==> src/rtl/eprgm_pkg.sv <==
// Package for the EPROM programmer controller: timing, types and states
//
// Summary of operation
// - Program mode needs high supply, select low.
// - Byte presented on eight data pins parallel.
// - Program pulse lasts 95 to 105 us.
// - Address, data valid 2 us before pulse.
// - Supplies raised 2 us before first pulse.
// - Hold data 2 us, then 2 us more.
// - Outputs release in 130 ns; address after.
// - Repeat 100 us pulses until verify matches; code stops after MAX_PULSES pulses and sets fail.
// - Only a selected device gets programmed.
// - Verify: enable low, select high, supplies high.
// - Identifier mode: high voltage on line nine.
// - Other address lines low during identifier read.
// - Normal read needs select and enable low.
`default_nettype none
package eprgm_pkg;
    localparam int unsigned CLK_MHZ = 200;
    localparam int unsigned ADDR_W = 19;
    localparam int unsigned DATA_W = 8;
    localparam int unsigned T_SETUP_US = 2;
    localparam int unsigned T_PULSE_US = 100;
    localparam int unsigned T_VERIFY_NS = 100;
    localparam int unsigned T_RELEASE_NS = 130;
    localparam int unsigned SETUP_CYC = T_SETUP_US * CLK_MHZ;
    localparam int unsigned PULSE_CYC = T_PULSE_US * CLK_MHZ;
    localparam int unsigned VERIFY_CYC = (T_VERIFY_NS * CLK_MHZ + 999) / 1000;
    localparam int unsigned RELEASE_CYC =
        (T_RELEASE_NS * CLK_MHZ + 999) / 1000;
    localparam int unsigned MAX_PULSES = 25;
    localparam int unsigned CNT_W = 16;
    localparam int unsigned PCNT_W = 8;

    typedef enum logic [3:0] {
        EPRGM_IDLE = 4'h0,
        EPRGM_PWR = 4'h1,
        EPRGM_SETUP = 4'h3,
        EPRGM_PULSE = 4'h2,
        EPRGM_HOLD = 4'h6,
        EPRGM_OES = 4'h7,
        EPRGM_VERIFY = 4'h5,
        EPRGM_RELEASE = 4'h4,
        EPRGM_DONE = 4'hC,
        EPRGM_READ = 4'hD,
        EPRGM_RDREL = 4'hF
    } eprgm_state_t;

    typedef enum logic [1:0] {
        EPRGM_OP_PROG = 2'h0,
        EPRGM_OP_READ = 2'h1,
        EPRGM_OP_SIG = 2'h2
    } eprgm_op_t;

    typedef struct packed {
        eprgm_op_t op;
        logic [ADDR_W-1:0] addr;
        logic [DATA_W-1:0] data;
    } eprgm_req_t;

    typedef struct packed {
        logic [DATA_W-1:0] data;
        logic fail;
        logic [PCNT_W-1:0] pulses;
    } eprgm_rsp_t;

    typedef struct packed {
        logic [ADDR_W-1:0] addr;
        logic [DATA_W-1:0] dout;
        logic dout_en;
        logic chip_sel_n;
        logic out_en_n;
        logic vpp_hi;
        logic vcc_prog;
        logic sig_hv;
    } eprgm_pins_t;

    typedef struct packed {
        eprgm_state_t st;
        eprgm_req_t req;
        eprgm_rsp_t rsp;
        eprgm_pins_t pins;
        logic [CNT_W-1:0] cnt;
        logic powered;
        logic done;
    } eprgm_regs_t;
endpackage
`default_nettype wire

==> src/rtl/eprgm_ctrl.sv <==
// Controller that programs, verifies, reads and identifies a byte EPROM
`default_nettype none
module eprgm_ctrl #(
    parameter int unsigned MAX_PULSES = eprgm_pkg::MAX_PULSES
) (
    // Clock and reset
    input wire logic clock,
    input wire logic rst,
    // Request side
    input wire logic req_valid,
    output logic req_ready,
    input wire eprgm_pkg::eprgm_req_t req,
    output logic rsp_valid,
    output eprgm_pkg::eprgm_rsp_t rsp,
    // Device pins
    output eprgm_pkg::eprgm_pins_t pins,
    input wire logic [eprgm_pkg::DATA_W-1:0] data_pins_in
);
    import eprgm_pkg::*;

    ////////////////////////////////////////////////////////////////////////
    // Elaboration checks on parameters and timing counts
    if (MAX_PULSES < 1 || MAX_PULSES >= (1 << PCNT_W)) begin
        $error("MAX_PULSES out of range");
    end

    // Every wait must fit the down counter
    if (PULSE_CYC >= (1 << CNT_W) || SETUP_CYC >= (1 << CNT_W)
        || VERIFY_CYC + 2 >= (1 << CNT_W)
        || RELEASE_CYC >= (1 << CNT_W)) begin
        $error("Timing counts do not fit the counter");
    end

    // Identifier mode needs address line nine and bit zero
    if (ADDR_W < 10) begin
        $error("Address bus too narrow for identifier mode");
    end

    // Bytes go out eight bits in parallel
    if (DATA_W != 8) begin
        $error("Data bus must be eight bits wide");
    end

    ////////////////////////////////////////////////////////////////////////
    // Input synchroniser for the data pins
    logic [DATA_W-1:0] din_s1_q;
    logic [DATA_W-1:0] din_s2_q;

    always_ff @(posedge clock) begin
        if (rst) begin
            din_s1_q <= 8'hFF;
            din_s2_q <= 8'hFF;
        end else begin
            din_s1_q <= data_pins_in;
            din_s2_q <= din_s1_q;
        end
    end

    ////////////////////////////////////////////////////////////////////////
    // Sequencer
    eprgm_regs_t r_q;
    eprgm_regs_t r_d;
    localparam logic [CNT_W-1:0] SETUP_N = CNT_W'(SETUP_CYC);
    localparam logic [CNT_W-1:0] PULSE_N = CNT_W'(PULSE_CYC);
    // Sample after access time plus two synchroniser stages
    localparam logic [CNT_W-1:0] VERIFY_N = CNT_W'(VERIFY_CYC + 2);
    localparam logic [CNT_W-1:0] RELEASE_N = CNT_W'(RELEASE_CYC);

    always_comb begin
        r_d = r_q;
        r_d.done = 1'b0;
        if (r_q.cnt != '0) begin
            r_d.cnt = r_q.cnt - 1'b1;
        end
        case (r_q.st)
            EPRGM_IDLE: begin
                if (req_valid) begin
                    r_d.req = req;
                    r_d.rsp = '0;
                    r_d.pins.addr = req.addr;
                    if (req.op == EPRGM_OP_PROG) begin
                        r_d.pins.vpp_hi = 1'b1;
                        r_d.pins.vcc_prog = 1'b1;
                        r_d.pins.sig_hv = 1'b0;
                        r_d.pins.dout = req.data;
                        r_d.pins.dout_en = 1'b1;
                        r_d.cnt = SETUP_N;
                        r_d.st = EPRGM_SETUP;
                        if (!r_q.powered) begin
                            r_d.st = EPRGM_PWR;
                        end
                    end else if (req.op != EPRGM_OP_READ
                        && req.op != EPRGM_OP_SIG) begin
                        // Unknown operation: report failure, touch no pin
                        r_d.pins.addr = r_q.pins.addr;
                        r_d.rsp.fail = 1'b1;
                        r_d.st = EPRGM_DONE;
                    end else begin
                        r_d.pins.vpp_hi = 1'b0;
                        r_d.pins.vcc_prog = 1'b0;
                        r_d.powered = 1'b0;
                        r_d.pins.dout_en = 1'b0;
                        if (req.op == EPRGM_OP_SIG) begin
                            r_d.pins.sig_hv = 1'b1;
                            r_d.pins.addr = '0;
                            r_d.pins.addr[0] = req.addr[0];
                        end else begin
                            r_d.pins.sig_hv = 1'b0;
                        end
                        r_d.cnt = SETUP_N;
                        r_d.st = EPRGM_PWR;
                    end
                end
            end
            EPRGM_PWR: begin
                if (r_q.cnt == '0) begin
                    if (r_q.req.op == EPRGM_OP_PROG) begin
                        r_d.powered = 1'b1;
                        r_d.cnt = SETUP_N;
                        r_d.st = EPRGM_SETUP;
                    end else begin
                        // Select and enable together for a read
                        r_d.pins.chip_sel_n = 1'b0;
                        r_d.pins.out_en_n = 1'b0;
                        r_d.cnt = VERIFY_N;
                        r_d.st = EPRGM_READ;
                    end
                end
            end
            EPRGM_SETUP: begin
                if (r_q.cnt == '0) begin
                    r_d.pins.chip_sel_n = 1'b0;
                    r_d.cnt = PULSE_N;
                    r_d.rsp.pulses = r_q.rsp.pulses + 1'b1;
                    r_d.st = EPRGM_PULSE;
                end
            end
            EPRGM_PULSE: begin
                if (r_q.cnt == '0) begin
                    r_d.pins.chip_sel_n = 1'b1;
                    r_d.cnt = SETUP_N;
                    r_d.st = EPRGM_HOLD;
                end
            end
            EPRGM_HOLD: begin
                if (r_q.cnt == '0) begin
                    r_d.pins.dout_en = 1'b0;
                    r_d.cnt = SETUP_N;
                    r_d.st = EPRGM_OES;
                end
            end
            EPRGM_OES: begin
                if (r_q.cnt == '0) begin
                    r_d.pins.out_en_n = 1'b0;
                    r_d.cnt = VERIFY_N;
                    r_d.st = EPRGM_VERIFY;
                end
            end
            EPRGM_VERIFY: begin
                if (r_q.cnt == '0) begin
                    r_d.rsp.data = din_s2_q;
                    r_d.pins.out_en_n = 1'b1;
                    r_d.cnt = RELEASE_N;
                    r_d.st = EPRGM_RELEASE;
                end
            end
            EPRGM_RELEASE: begin
                if (r_q.cnt == '0) begin
                    if (r_q.rsp.data == r_q.req.data) begin
                        r_d.st = EPRGM_DONE;
                    end else if (r_q.rsp.pulses >= PCNT_W'(MAX_PULSES)) begin
                        r_d.rsp.fail = 1'b1;
                        r_d.st = EPRGM_DONE;
                    end else begin
                        r_d.pins.dout = r_q.req.data;
                        r_d.pins.dout_en = 1'b1;
                        r_d.cnt = SETUP_N;
                        r_d.st = EPRGM_SETUP;
                    end
                end
            end
            EPRGM_READ: begin
                if (r_q.cnt == '0) begin
                    r_d.rsp.data = din_s2_q;
                    r_d.pins.out_en_n = 1'b1;
                    r_d.pins.chip_sel_n = 1'b1;
                    r_d.cnt = RELEASE_N;
                    r_d.st = EPRGM_RDREL;
                end
            end
            EPRGM_RDREL: begin
                if (r_q.cnt == '0) begin
                    r_d.pins.sig_hv = 1'b0;
                    r_d.st = EPRGM_DONE;
                end
            end
            EPRGM_DONE: begin
                r_d.done = 1'b1;
                r_d.st = EPRGM_IDLE;
            end
            default: begin
                r_d.st = EPRGM_IDLE;
            end
        endcase
    end

    always_ff @(posedge clock) begin
        if (rst) begin
            r_q <= '0;
            r_q.st <= EPRGM_IDLE;
            r_q.pins.chip_sel_n <= 1'b1;
            r_q.pins.out_en_n <= 1'b1;
        end else begin
            r_q <= r_d;
        end
    end

    assign req_ready = (r_q.st == EPRGM_IDLE);
    assign rsp_valid = r_q.done;
    assign rsp = r_q.rsp;
    assign pins = r_q.pins;
endmodule
`default_nettype wire

==> config.mk <==
export PLATFORM = sky130hd
export DESIGN_NAME = eprgm_ctrl
export DESIGN_NICKNAME = d
export VERILOG_FILES = /design/src/rtl/eprgm_pkg.sv /design/src/rtl/eprgm_ctrl.sv
export SDC_FILE = /design/constraint.sdc
export NUM_CORES = 1
export LEC_CHECK = 0
export BUFFER_PORTS_ARGS = -buffer_cell sky130_fd_sc_hd__buf_2
export CAP_MARGIN = 20
export CORE_ASPECT_RATIO = 1.75
export CORE_UTILIZATION = 56
export CTS_CLUSTER_DIAMETER = 100
export CTS_CLUSTER_SIZE = 16
export DETAILED_ROUTE_END_ITERATION = 7
export PLACE_DENSITY = 0.85
export SYNTH_ARGS = -nofsm -noshare
export SYNTH_HDL_FRONTEND = slang
export SYNTH_SLANG_ARGS = --single-unit
==> constraint.sdc <==
create_clock -name clock -period 3 [get_ports clock]
set_input_delay 0.15 -clock clock [delete_from_list [all_inputs] [get_ports clock]]
set_output_delay 0.15 -clock clock [all_outputs]
set_load 0.01 [all_outputs]
==> metrics.md <==
| Metric | Value |
|---|---|
| Outcome | `finished clean` |
| Synthesis-to-layout area growth | `10.73%` |
| Gr ovfl total | `0` |
| Final hold vios | `0` |
| Sequential share of the synthesized area | `between 30% and 40%` |
| Synth Area per Inst | `between 8 and 9 um2` |
| RSZ-0062 raised after global routing | `no` |
| Yosys warnings | `0` |
| Iter 0 DRT Violations | `roughly 230` |
| Die Width | `roughly 74 um` |
| CTS tree | `yes` |
| Tmin final | `roughly 2.6 ns` |
| Skew final | `between 0.006 and 0.007 ns` |
| Std cell rows | `between 40 and 50` |
| Fmax | `382.3 MHz` |
| Unique cell type count in the Yosys netlist | `65` |
| Final cycle utilization of the critical path | `between 80% and 90%` |
| Core Footprint | `~8700 um2` |
| Clock Latency Late Sink | `around 0.35 ns` |
| Slew Limit Fails | `0` |
| Setup TNS | `0 ns` |
| CP Data Required Time | `roughly 3.2 ns` |
| Avg WL per Cell | `between 15 and 20 um` |
| Commonest cells after routing, fill and taps aside | `dfxtp_1, buf_2, nand2_1, a21oi_1, nand3_1` |
| Max cap viols | `0` |
| Synth Register Bits | `97` |
| Asr flop ratio synth | `0%` |
| PwrDens | `roughly 860 nW/um2` |
| Clock slew at reported path FFs | `~0.07 ns` |
| WP data arrival | `2.82 ns` |
| # DRC | `0` |
| Initial antenna violation count | `0` |
| Largest stage delay, worst path | `0.50 ns` |
| # placed instances | `around 750` |
| Detailed Route WL | `12490 um` |
| Commonest non-fill, non-tap cell in the layout | `dfxtp_1` |
| CTS buffer count | `9` |
| Hold/Removal Path Class | `in -> reg` |
| Die area | `around 9400 um2` |
| Worst-Margin Slew | `between 0.8 and 0.9 ns` |
| Iteration count of the initial detailed-routing pass | `5` |
| Layout cell share with drive strength beyond 1 | `24.01%` |
| Startpoint types | `flip-flop` |
| Critical-path cell list | `inv_1, ha_1, or3b_1, a2111oi_4, o21ai_0, a2111oi_0, o22ai_1` |
| Drt via density | `slightly below 6` |
| Worst-case clock buffer depth | `2` |
| FF-to-FF path depth | `7` |
| EDFF count, synth | `0` |
| Largest net degree at the start of global routing | `91` |
| Final setup violation count | `0` |
| Main flop type after synthesis | `dfxtp_1` |
| Final std cells w/o fill | `775` |
| Post-CTS Setup Bufs | `0` |
| First-pass GRT wire length | `19730 um` |
| Cell count after synthesis | `~620` |
| CP max-delay cell | `a2111oi_4` |
| Hold path cells | `3` |
| Crit Path Class | `reg -> reg` |
| Port buffer count | `91` |
| H-tree Lvls | `3` |
| Die height | `127.3 um` |
| Vias in the first global route | `approximately 4300` |
| Fin nets | `between 700 and 800` |
| Peak supply drop | `roughly 660 uV` |
| Total GRT Usage | `approximately 27%` |
| Antenna Cells | `0` |
| Slew HR | `between 40 and 50%` |
| Synthesized cell area | `around 5000 um2` |
| Gpl congestion | `0.9257` |
| Initial core utilization | `between 50% and 60%` |
| Worst-path maximum fanout | `5` |
| Crit. End Element | `flip-flop` |
| CTS root buf | `clkbuf_16` |
| Hpwl dp | `8891 um` |
| Hold WS | `about 0.035 ns` |
| Antenna viol nets, final | `0` |
| Mapped Nets | `around 670` |
| CTS sink count | `97` |
| P_leak | `around 0.0022 uW` |
| DR vias | `4557` |
| Ports | `92` |
==> final cells by class <==
cell class / instances / area (um2)
fill: 769 / 3105
multi-input combinational: 415 / 2489
sequential: 97 / 1942
timing repair buffer: 113 / 640.6
clock buffer: 10 / 239.0
tap: 117 / 146.4
inverter: 17 / 65.06
clock inverter: 6 / 43.79
==> kinds of logic (layout without fill, tap and decap cells) <==
logic type / Yosys count / in the layout / share of synthesized area (%)
fa+ha+maj: 9 / 9 / 2.241
flops: 97 / 97 / 38.64
xor+xnor: 15 / 15 / 2.614
mux: 9 / 9 / 1.992
simple gates: 234 / 234 / 23.05
compound gates: 148 / 148 / 19.37
buf+inv: 107 / 146 / 12.10
==> flip-flops by register name (all words and copies together), names as in the netlist <==
signal     cells
pins          32
r_q           31
rsp           17
din_s1_q       8
din_s2_q       8
rsp_valid      1
==> worst paths after layout <==
check	slack [ns]	start	endpoint
setup / recovery	0.38	rsp[1]	pins[5]
hold / removal	0.04	req[8]	pins[14]
setup reg to reg	0.38	rsp[1]	pins[5]
hold reg to reg	0.41	din_s1_q[7]	din_s2_q[7]
==> report_power, final <==
| group | leakage, uW | switching, uW | internal [uW] |
|---|---|---|---|
| registers | 0.000793 | 171 | 1490 |
| clock network | 0.000127 | 496 | 584 |
| logic | 0.00130 | 1260 | 769 |
==> routing by layer <==
| metal | track usage (%) | vias up | routed length (um) | share of wire [%] |
|---|---|---|---|---|
| met5 | 0 | - | 0 | 0 |
| met4 | 15.16 | 0 | 559 | 4.5 |
| met3 | 5.915 | 43 | 630 | 5.0 |
| met2 | 49.16 | 179 | 6668 | 53 |
| met1 | 28.40 | 2135 | 4628 | 37 |
| li1 | - | 2200 | - | - |
==> worst max-delay path: cells and delay by family (launching register included) <==
family          cells  cell delay, ns
simple gates        1            0.39
buf+inv             1            0.08
flops               1            0.39
compound gates      4            1.43
fa+ha+maj           1            0.17
==> Yosys cell counts, types with 5 or more instances <==
master	number	area, um2
o31ai_1	6	45.04
a21oi_1	65	325.3
nand3_1	43	215.2
a211oi_1	10	75.07
nor4_1	5	31.28
nor2_1	18	67.56
dfxtp_1	97	1942
mux2_2	8	90.09
ha_1	9	112.6
nor3_1	21	105.1
nor2b_1	8	50.05
xnor2_1	14	122.6
or3_1	6	37.54
or2_2	22	137.6
nand2b_1	6	37.54
nand2_1	84	315.3
clkbuf_1	36	135.1
inv_1	16	60.06
o21ai_0	18	90.09
buf_4	50	375.4
==> timing repair <==
item / CTS / global route
hold buffers: 8 / 0
resized for setup: 0 / 1
setup endpoints to repair: 0 / 1
endpoints found under the hold margin: 8 / 0
==> metrics by stage <==
stage	util, %	cell area, um2	worst slack, ns	total power, uW
after floorplan	-	5026	0.5857	3199
after global placement	59.86	5190	0.3064	3604
after detailed placement	59.86	5190	0.1910	3668
after CTS	64.04	5553	0.1833	4751
after global routing	64.18	5565	0.2282	5039
final	64.18	5565	0.3842	4777
No activity file was read; power rests on OpenSTA's default activity.
